**config.mk**
```make
export PLATFORM = sky130hd
export DESIGN_NAME = p3bc_port
export DESIGN_NICKNAME = d
export VERILOG_FILES = /design/src/core/p3bc_pkg.sv /design/src/core/p3bc_port.sv /design/src/core/p3bc_edge_det.sv
export SDC_FILE = /design/constraint.sdc
export NUM_CORES = 1
export LEC_CHECK = 0
export BUFFER_PORTS_ARGS = -buffer_cell sky130_fd_sc_hd__buf_4
export CAP_MARGIN = 10
export CORE_ASPECT_RATIO = 1.2
export CORE_MARGIN = 1
export CORE_UTILIZATION = 62
export CTS_BUF_LIST = sky130_fd_sc_hd__clkbuf_16
export CTS_CLUSTER_DIAMETER = 120
export DETAILED_ROUTE_END_ITERATION = 6
export GPL_ROUTABILITY_DRIVEN = 0
export GPL_TIMING_DRIVEN = 0
export PLACE_DENSITY = 0.86
export SYNTH_ARGS = -nofsm -noshare
export SYNTH_HDL_FRONTEND = slang
export SYNTH_SLANG_ARGS = --single-unit
```
**constraint.sdc**
```tcl
create_clock -name clk_i -period 5 [get_ports clk_i]
set_input_delay 0.25 -clock clk_i [delete_from_list [all_inputs] [get_ports clk_i]]
set_output_delay 0.25 -clock clk_i [all_outputs]
set_load 0.03 [all_outputs]
```
**src/core/p3bc_pkg.sv**
```systemverilog
// Overview of operation
// - Eight per-pin registers, each steering one pin
// - Direction/data bits shared with port-wide registers
// - Drive bypass control overrides bit control, not the bypass field
// - Reset clears pulse-train select in every register
// - Pulse-train select: function code picks train
// - Bypass field makes odd pin echo even
// - Bypass field exists only on odd pins
// - Priority: bypass, drive bypass, then bit control
// - Function code sets flash rate or edges
// - Direction set tri-states pin as input
// - Data drives output; reads return pin level
// - Filtered edge raises interrupt, records source register index
package p3bc_pkg;
  // Pin count and widths
  localparam int unsigned NPINS = 8;
  localparam int unsigned IDX_W = 8;
  localparam int unsigned ADR_W = 10;
  localparam int unsigned FC_W = 3;
  // Register indices; byte address is four times the index
  localparam logic [IDX_W-1:0] PIN0_IDX = 8'hB0;
  localparam logic [IDX_W-1:0] PIN7_IDX = 8'hB7;
  localparam logic [IDX_W-1:0] PORT_DIR_IDX = 8'hA0;
  localparam logic [IDX_W-1:0] PORT_DATA_IDX = 8'hA1;
  localparam logic [IDX_W-1:0] INT_SRC_IDX = 8'hA2;
  // Field positions inside a per-pin register
  localparam int unsigned DATA_BIT = 0;
  localparam int unsigned DIR_BIT = 1;
  localparam int unsigned FC_LSB = 2;
  localparam int unsigned FC_MSB = 4;
  localparam int unsigned BYP_LSB = 5;
  localparam int unsigned BYP_MSB = 6;
  localparam int unsigned PTS_BIT = 7;
  // Reset values
  localparam logic DIR_RST = 1'b1;
  localparam logic DATA_RST = 1'b1;
  localparam logic PTS_RST = 1'b0;
  localparam logic [FC_W-1:0] FC_RST = 3'h0;
  localparam logic [1:0] BYP_RST = 2'h0;
  localparam logic [IDX_W-1:0] SRC_RST = 8'h00;
  // Function codes for plain output and input edge choice
  localparam logic [FC_W-1:0] FC_STEADY = 3'h0;
  localparam logic [FC_W-1:0] FC_EDGE_NONE = 3'h0;
  localparam logic [FC_W-1:0] FC_EDGE_RISE = 3'h1;
  localparam logic [FC_W-1:0] FC_EDGE_FALL = 3'h2;
  localparam logic [FC_W-1:0] FC_EDGE_BOTH = 3'h3;
  // Input transition filter: level must hold this long
  localparam int unsigned CLK_PERIOD_PS = 4000;
  localparam int unsigned FILTER_NS = 20;
  localparam int unsigned FILTER_CYC_RAW = (FILTER_NS * 1000 + CLK_PERIOD_PS - 1) / CLK_PERIOD_PS;
  localparam int unsigned FILTER_CYC = (FILTER_CYC_RAW < 1) ? 1 : FILTER_CYC_RAW;
  localparam int unsigned FCNT_W = 4;
  localparam logic [FCNT_W-1:0] FCNT_ZERO = 4'h0;
  localparam logic [FCNT_W-1:0] FCNT_ONE = 4'h1;
  localparam logic [FCNT_W-1:0] FCNT_LAST = FCNT_W'(FILTER_CYC - 1);
  // Edge detector states
  typedef enum logic [1:0] {
    P3BC_FLT_IDLE,
    P3BC_FLT_WAIT
  } p3bc_flt_state_t;
endpackage : p3bc_pkg

```
**src/core/p3bc_port.sv**
```systemverilog
// Design decision made here: the Wishbone slave port.
`timescale 1ns/1ns
// Port 3 per-pin control with Wishbone register access
module p3bc_port
  import p3bc_pkg::*;
(
  input wire logic clk_i,
  input wire logic rst_i,
  input wire logic ce_i,
  // Wishbone classic slave
  input wire logic wb_cyc_i,
  input wire logic wb_stb_i,
  input wire logic wb_we_i,
  input wire logic [p3bc_pkg::ADR_W-1:0] wb_adr_i,
  input wire logic [3:0] wb_sel_i,
  input wire logic [31:0] wb_dat_i,
  output logic [31:0] wb_dat_o,
  output logic wb_ack_o,
  // Pins
  input wire logic [p3bc_pkg::NPINS-1:0] pin_i,
  output logic [p3bc_pkg::NPINS-1:0] pin_o,
  output logic [p3bc_pkg::NPINS-1:0] pin_oe_n_o,
  // Drive sources from neighbouring blocks
  input wire logic [p3bc_pkg::NPINS-1:0] pulse_train_i,
  input wire logic [p3bc_pkg::NPINS-2:0] flash_rate_i,
  input wire logic [p3bc_pkg::NPINS-1:0] drive_bypass_en_i,
  input wire logic [p3bc_pkg::NPINS-1:0] drive_bypass_oe_i,
  input wire logic [p3bc_pkg::NPINS-1:0] drive_bypass_dat_i,
  // Edge event towards the device interrupt line
  output logic irq_o,
  output logic event_o
);
  import p3bc_pkg::*;

  // Per-pin control storage, then interrupt, bus and output registers
  logic [NPINS-1:0] dir_q; // Direction, shared with port-wide register
  logic [NPINS-1:0] data_q; // Data latch, shared with port-wide register
  logic [NPINS-1:0] pts_q; // Pulse-train select
  logic [FC_W-1:0] fc_q [NPINS]; // Function code per pin
  logic [1:0] byp_q [NPINS]; // Bypass field, odd pins only
  logic [IDX_W-1:0] src_q; // Interrupt source register
  logic irq_q; // Pending interrupt
  logic ack_q; // Bus acknowledge
  logic [31:0] rdat_q; // Registered read data
  logic [NPINS-1:0] pin_q; // Registered pin value
  logic [NPINS-1:0] oe_n_q; // Registered output enable
  logic event_q; // One-cycle event pulse

  // Bus decode
  wire [IDX_W-1:0] idx = wb_adr_i[ADR_W-1:2];
  wire req = wb_cyc_i && wb_stb_i && !ack_q;
  wire wr_go = req && wb_we_i && wb_sel_i[0];
  wire rd_go = req && !wb_we_i;
  wire hit_pin = (idx >= PIN0_IDX) && (idx <= PIN7_IDX);
  wire hit_dir = (idx == PORT_DIR_IDX);
  wire hit_data = (idx == PORT_DATA_IDX);
  wire hit_src = (idx == INT_SRC_IDX);
  wire [2:0] pin_sel = idx[2:0];
  wire [7:0] wbyte = wb_dat_i[7:0];
  wire wr_dir = wr_go && hit_dir;
  wire wr_data = wr_go && hit_data;
  // Reading the source register acknowledges the interrupt
  wire src_read = rd_go && hit_src;

  // Per-pin derived signals
  logic [NPINS-1:0] wr_pin; // Write strobe per pin register
  logic [NPINS-1:0] byp_on; // Pin echoes its even partner
  logic [NPINS-1:0] bit_drive; // Output value under bit control
  logic [NPINS-1:0] pin_d; // Resolved output value
  logic [NPINS-1:0] oe_n_d; // Resolved output enable, low drives
  logic [NPINS-1:0] edge_arm; // Edge detection allowed
  logic [NPINS-1:0] edge_hit; // Qualified edge per pin
  logic [7:0] rd_byte [NPINS]; // Read view of each pin register
  logic [NPINS-1:0] dir_view;

  genvar k;
  generate
    for (k = 0; k < NPINS; k++)
    begin : g_pin
      // Each register answers only for its own pin
      assign wr_pin[k] = wr_go && hit_pin && (pin_sel == 3'(k));

      // Direction: one bit, two write paths
      always_ff @(posedge clk_i)
      begin
        if (rst_i)
          dir_q[k] <= DIR_RST;
        else if (ce_i && wr_pin[k])
          dir_q[k] <= wbyte[DIR_BIT];
        else if (ce_i && wr_dir)
          dir_q[k] <= wbyte[k];
      end

      // Data latch: one bit, two write paths
      always_ff @(posedge clk_i)
      begin
        if (rst_i)
          data_q[k] <= DATA_RST;
        else if (ce_i && wr_pin[k])
          data_q[k] <= wbyte[DATA_BIT];
        else if (ce_i && wr_data)
          data_q[k] <= wbyte[k];
      end

      // Pulse-train select and function code
      always_ff @(posedge clk_i)
      begin
        if (rst_i)
        begin
          pts_q[k] <= PTS_RST;
          fc_q[k] <= FC_RST;
        end
        else if (ce_i && wr_pin[k])
        begin
          pts_q[k] <= wbyte[PTS_BIT];
          fc_q[k] <= wbyte[FC_MSB:FC_LSB];
        end
      end

      if (k % 2 == 1)
      begin : g_odd
        // Bypass field stored only on odd pins
        always_ff @(posedge clk_i)
        begin
          if (rst_i)
            byp_q[k] <= BYP_RST;
          else if (ce_i && wr_pin[k])
            byp_q[k] <= wbyte[BYP_MSB:BYP_LSB];
        end
        assign byp_on[k] = (byp_q[k] != BYP_RST);
      end
      else
      begin : g_even
        // Even pins hold no bypass bits and read them as zero
        assign byp_q[k] = BYP_RST;
        assign byp_on[k] = 1'b0;
      end

      // Bit control output: steady, flashing or pulse train
      assign bit_drive[k] = pts_q[k] ? pulse_train_i[fc_q[k]] :
                            (fc_q[k] == FC_STEADY) ? data_q[k] :
                            (data_q[k] && flash_rate_i[fc_q[k] - 3'h1]);

      // Priority: bypass, then drive bypass control, then bit control
      if (k % 2 == 1)
      begin : g_odd_out
        assign pin_d[k] = byp_on[k] ? pin_i[k-1] :
                          drive_bypass_en_i[k] ? drive_bypass_dat_i[k] :
                          bit_drive[k];
      end
      else
      begin : g_even_out
        assign pin_d[k] = drive_bypass_en_i[k] ? drive_bypass_dat_i[k] :
                          bit_drive[k];
      end
      assign oe_n_d[k] = byp_on[k] ? 1'b0 :
                         drive_bypass_en_i[k] ? !drive_bypass_oe_i[k] :
                         dir_q[k];

      // Edges count only while the pin is a plain bit-control input
      assign edge_arm[k] = dir_q[k] && !pts_q[k] && !byp_on[k] && !drive_bypass_en_i[k];

      // Read view: data bit shows the pin, never the latch
      assign rd_byte[k] = {pts_q[k], byp_q[k], fc_q[k], dir_q[k], pin_i[k]};
      assign dir_view[k] = dir_q[k];

      // Filtered transition detector
      p3bc_edge_det u_edge (
        .clk_i(clk_i),
        .rst_i(rst_i),
        .ce_i(ce_i),
        .pin_i(pin_i[k]),
        .arm_i(edge_arm[k]),
        .mode_i(fc_q[k]),
        .edge_o(edge_hit[k])
      );
    end
  endgenerate

  // Lowest-numbered pin wins when several edges meet
  logic [2:0] first_pin;
  always_comb
  begin
    first_pin = 3'h0;
    for (int i = NPINS - 1; i >= 0; i--)
    begin
      if (edge_hit[i])
        first_pin = 3'(i);
    end
  end
  wire any_edge = |edge_hit;
  wire [IDX_W-1:0] src_d = PIN0_IDX + IDX_W'(first_pin);

  // Read data selection; unmapped addresses read zero
  wire [7:0] rd_sel = hit_pin ? rd_byte[pin_sel] :
                      hit_dir ? dir_view :
                      hit_data ? pin_i :
                      hit_src ? src_q :
                      8'h00;

  // Bus answer: ack one cycle after the request, then drop
  always_ff @(posedge clk_i)
  begin
    if (rst_i)
    begin
      ack_q <= 1'b0;
      rdat_q <= 32'h0000_0000;
    end
    else if (ce_i)
    begin
      ack_q <= req;
      if (rd_go)
        rdat_q <= {24'h00_0000, rd_sel};
    end
  end

  // Interrupt source and pending flag; a new edge beats the clear
  always_ff @(posedge clk_i)
  begin
    if (rst_i)
    begin
      src_q <= SRC_RST;
      irq_q <= 1'b0;
      event_q <= 1'b0;
    end
    else if (ce_i)
    begin
      event_q <= any_edge;
      if (any_edge)
      begin
        src_q <= src_d;
        irq_q <= 1'b1;
      end
      else if (src_read)
        irq_q <= 1'b0;
    end
  end

  // Pin outputs registered for clean timing
  always_ff @(posedge clk_i)
  begin
    if (rst_i)
    begin
      pin_q <= {NPINS{DATA_RST}};
      oe_n_q <= {NPINS{DIR_RST}};
    end
    else if (ce_i)
    begin
      pin_q <= pin_d;
      oe_n_q <= oe_n_d;
    end
  end

  // Outputs
  assign wb_ack_o = ack_q;
  assign wb_dat_o = rdat_q;
  assign pin_o = pin_q;
  assign pin_oe_n_o = oe_n_q;
  assign irq_o = irq_q;
  assign event_o = event_q;
endmodule : p3bc_port

```
**src/core/p3bc_edge_det.sv**
```systemverilog
`timescale 1ns/1ns
// Filters one input pin and flags a qualified transition
module p3bc_edge_det
  import p3bc_pkg::*;
(
  input wire logic clk_i,
  input wire logic rst_i,
  input wire logic ce_i,
  input wire logic pin_i,
  input wire logic arm_i,
  input wire logic [p3bc_pkg::FC_W-1:0] mode_i,
  output logic edge_o
);
  import p3bc_pkg::*;

  p3bc_flt_state_t state_q; // Filter state
  p3bc_flt_state_t state_d;
  logic level_q; // Accepted filtered level
  logic [FCNT_W-1:0] cnt_q; // Cycles the new level has held
  logic [FCNT_W-1:0] cnt_d;
  logic level_d;
  logic edge_d;
  wire differs = (pin_i != level_q);
  wire settled = (cnt_q == FCNT_LAST);
  // Edge kind chosen by the function code
  wire want_rise = (mode_i == FC_EDGE_RISE) || (mode_i == FC_EDGE_BOTH);
  wire want_fall = (mode_i == FC_EDGE_FALL) || (mode_i == FC_EDGE_BOTH);

  // Next-state logic: a new level must hold before it counts
  always_comb
  begin
    state_d = state_q;
    cnt_d = cnt_q;
    level_d = level_q;
    edge_d = 1'b0;
    case (state_q)
      P3BC_FLT_IDLE:
      begin
        // Start timing a change
        if (differs)
        begin
          state_d = P3BC_FLT_WAIT;
          cnt_d = FCNT_ONE;
        end
      end
      P3BC_FLT_WAIT:
      begin
        if (!differs)
        begin
          // Glitch: drop it
          state_d = P3BC_FLT_IDLE;
          cnt_d = FCNT_ZERO;
        end
        else if (settled)
        begin
          // Valid transition accepted
          state_d = P3BC_FLT_IDLE;
          cnt_d = FCNT_ZERO;
          level_d = pin_i;
          edge_d = arm_i && ((pin_i && want_rise) || (!pin_i && want_fall));
        end
        else
        begin
          cnt_d = cnt_q + FCNT_ONE;
        end
      end
      default:
      begin
        state_d = P3BC_FLT_IDLE;
        cnt_d = FCNT_ZERO;
      end
    endcase
  end

  // State registers, frozen while the clock enable is low
  always_ff @(posedge clk_i)
  begin
    if (rst_i)
    begin
      state_q <= P3BC_FLT_IDLE;
      cnt_q <= FCNT_ZERO;
      level_q <= DATA_RST;
      edge_o <= 1'b0;
    end
    else if (ce_i)
    begin
      state_q <= state_d;
      cnt_q <= cnt_d;
      level_q <= level_d;
      edge_o <= edge_d;
    end
  end
endmodule : p3bc_edge_det

```
==> key figures <==
Outcome
  • Status: finished, final reports clean

Clock tree
  • Htree depth: 4
  • Post-cts hold buffer count: 0
  • # clock sinks: approximately 140
  • CTS Buffer Depth: 2
  • Worst-path clk slew: 0.06 ns
  • Root Buffer: clkbuf_16
  • Post-CTS setup buffers: 0
  • CTS tree: done
  • Latest clock arrival within the worst-skew pair: about 0.43 ns
  • # resized after CTS: 0
  • Num CTS Buffers: 17

Timing
  • Skew final: 0.00767 ns
  • Final period utilization: 45.7%
  • Unrepaired setup endpoints after global routing: false
  • Max Slew Vio Count: 0
  • Fin. Hold Viols: 0
  • Min cycle time layout: around 2.3 ns
  • Max_slew headroom: between 40% and 50%
  • Post-Route Setup TNS: 0 ns
  • Peak Freq: around 440 MHz
  • Slew of the pin with the lowest slew margin: between 0.7 and 0.8 ns
  • Final setup viols: 0

Die
  • Die height: 136 um
  • Chip width: 114 um
  • Core Box Area: roughly 15000 sq um
  • Num ports: 150
  • Die ar.: 15500 sq um
  • Row count: 48
  • Initial core utilization: approximately 64%

Setup path
  • Critical path class: reg2reg
  • WP data required: around 5.3 ns
  • Reg2Reg Depth: 6
  • CP endpoint kind: flip-flop
  • Setup crit start kind: flip-flop
  • CP Data Arrival Time: roughly 2.6 ns
  • FF-to-FF setup slack: around 2.7 ns
  • Reg2Reg Launch Point: fc_q[0][9]
  • Crit path max fanout: 7
  • Worst flop-to-flop path endpoint: pin_o[3]

Drt
  • Initial DRC Count: between 1000 and 1500
  • DR vias: slightly above 9000
  • Vias per cell: about 6.7
  • DRT antenna net count: 0
  • Final WL: roughly 30000 um
  • First-pass DRT Iterations: 6
  • Drt drc: 0
  • Avg WL per Cell: approximately 22 um

Hold path
  • Hold endpoint: byp_q[13]
  • Min-delay src: wb_dat_i[6]
  • Tightest Hold Check Type: in2reg
  • Hold path cells: 2

Job
  • Max Cap Viol: 0

Logic synthesis
  • #FFs+latches synth: roughly 140
  • Warnings from Yosys: 0
  • Syn Inst Count: around 1000
  • Cell variety after synth: 79
  • Synth area leaders: dfxtp_1 26%, edfxtp_1 7.7%, ha_1 6.4%, mux4_2 5.8%, a21oi_1 3.9%
  • Mean Syn Cell Area: a little over 9 sq um
  • Register area share after synthesis: 33.3%
  • Number of synthesized flops with an enable pin: 24
  • Cell taking the most area after synthesis: dfxtp_1
  • Commonest cells post-synth: 119 x dfxtp_1, 72 x a21oi_1, 65 x nor2_1
  • Netlist Area Pre-Place: slightly above 9000 sq um
  • Most instantiated library cell after synthesis: dfxtp_1
  • Top cell type's share of synthesized area: between 20% and 30%
  • Post-synthesis async set-or-reset flop share: 0%
  • Ys flop type: dfxtp_1

Power and ir drop
  • VDD IR-drop max: about 240 uV
  • Leak: around 4.3 nW
  • Pwr/cell area: about 260 nW/um^2

Final layout
  • Layout Utilization: approximately 75%
  • ANT cells: 0
  • Fillers: 1087
  • Fin area: 10900 sq um
  • Share of post-route cells with drive strength above 1: approximately a fifth
  • Layout Area Growth over Synthesis: 16.6%
  • Fin nets: between 1000 and 1500
  • Multi-input logic area: around 5600 sq um
  • Sequential cell area: 3100 sq um

Global route
  • Largest net degree at the start of global routing: 17
  • GR Util All Layers: around 40%
  • Vias in the first global route: roughly 8500
  • First-pass GRT wire length: 45400 um
  • Remaining global-route overflow: 0
  • Initial antenna violation count: 0

Placement
  • Placed instance area: just over 10000 sq um
  • PortBufs: 88
  • Post-DP HPWL: approximately 22000 um
-- worst max-delay path, cell delays in order, from the launching register on --
cell	delay, ns
edfxtp_1	0.40
buf_6	0.15
mux4_1	0.53
mux2_2	0.29
a221o_1	0.31
a31oi_1	0.37
o21ai_1	0.09
-- cell usage in the layout, fill, tap and decap left out, types with 8 or more instances in the layout --
cell	synthesis	routed
nor2b_1	23	23
a22o_1	16	16
clkbuf_1	26	26
a21boi_0	9	9
a21oi_1	72	72
mux2i_1	21	21
or4_1	12	12
buf_2	8	8
nand4_1	12	12
nor3_1	23	23
nand3b_1	16	16
buf_1	8	8
clkbuf_16	0	17
o21ai_0	51	51
mux2_2	13	13
nand2b_1	9	9
ha_1	48	48
inv_1	60	63
mux4_1	12	12
a211oi_1	12	12
edfxtp_1	24	24
nor3b_1	8	8
a31oi_1	8	8
nor2_1	65	65
and2_1	30	30
nand3_1	26	26
a211o_1	10	10
o211ai_1	11	11
o22ai_1	13	13
conb_1	1	24
mux4_2	24	24
nand2_1	62	62
buf_4	28	116
dfxtp_1	119	119
-- worst max-delay path by stage --
stage	startpoint	endpoint	slack (ns)	cells past startpoint
CTS	fc_q[0][9]	pin_o[3]	2.81	6
global route	fc_q[0][9]	pin_o[3]	2.68	6
floorplan	fc_q[1][0]	pin_o[4]	3.10	5
detailed placement	ce_i	g_pin[4].u_edge.edge_o	2.69	6
global placement	ce_i	g_pin[4].u_edge.edge_o	2.68	6
finish	fc_q[0][9]	pin_o[3]	2.72	6
-- registers in the layout, summed over array words and instances (netlist names), 4 cells and up --
name,cells
pts_q,8
dir_q,8
pin_o,8
data_q,8
g_pin.u_edge.state_q,8
fc_q,24
g_pin.u_edge.cnt_q,32
g_pin.u_edge.level_q,8
wb_dat_o,8
g_pin.u_edge.edge_o,8
byp_q,8
pin_oe_n_o,8
src_q,4
-- per-layer routing --
metal	share of wire, %	global-route usage [%]	vias to the layer above	routed length (um)
li1	-	-	3992	-
met2	47	63.2	636	13700
met5	0	0	-	0
met3	11	10.6	148	3250
met1	36	45.7	4298	10500
met4	6.6	25.5	0	1940
-- logic make-up after synthesis --
kind of cell    count (synthesis)  share of synthesized area [%]
xor+xnor                       12                           1.21
mux                            70                           13.0
buf+inv                       135                           7.07
compound gates                271                           19.7
flops                         143                           33.3
other cells                     1                         0.0402
fa+ha+maj                      48                           6.44
simple gates                  329                           19.3
-- area by class of cell --
| type | count | share of cell area (%) |
|---|---|---|
| plain buffers | 75 | 3.99 |
| clock buffers | 17 | 3.91 |
| clock inverters | 15 | 1.17 |
| inverters | 60 | 2.07 |
| multi-input cells | 754 | 51.9 |
| flip-flops and latches | 143 | 28.5 |
| well taps | 200 | 2.30 |
| repair buffers | 88 | 6.08 |
-- power by group --
group	internal, W	leakage, nW	switching, W
Sequential	0.00120	1.23	0.0000326
Combinational	0.000171	2.74	0.000259
Clock	0.000722	0.290	0.000499
Total	0.00209	4.26	0.000790
-- stage by stage --
stage | power [W] | cells | hold WS [ns] | setup WS (ns)
3_5_place_dp | 0.00167 | 1320 | 0.451 | 2.69
3_3_place_gp | 0.00166 | 1320 | 0.452 | 2.68
5_1_grt | 0.00295 | 1352 | 0.0795 | 2.68
2_1_floorplan | 0.00151 | 1032 | 0.376 | 3.10
6_report | 0.00288 | 1352 | 0.0787 | 2.72
4_1_cts | 0.00286 | 1352 | 0.0657 | 2.81
No activity file was read; power rests on OpenSTA's default activity.
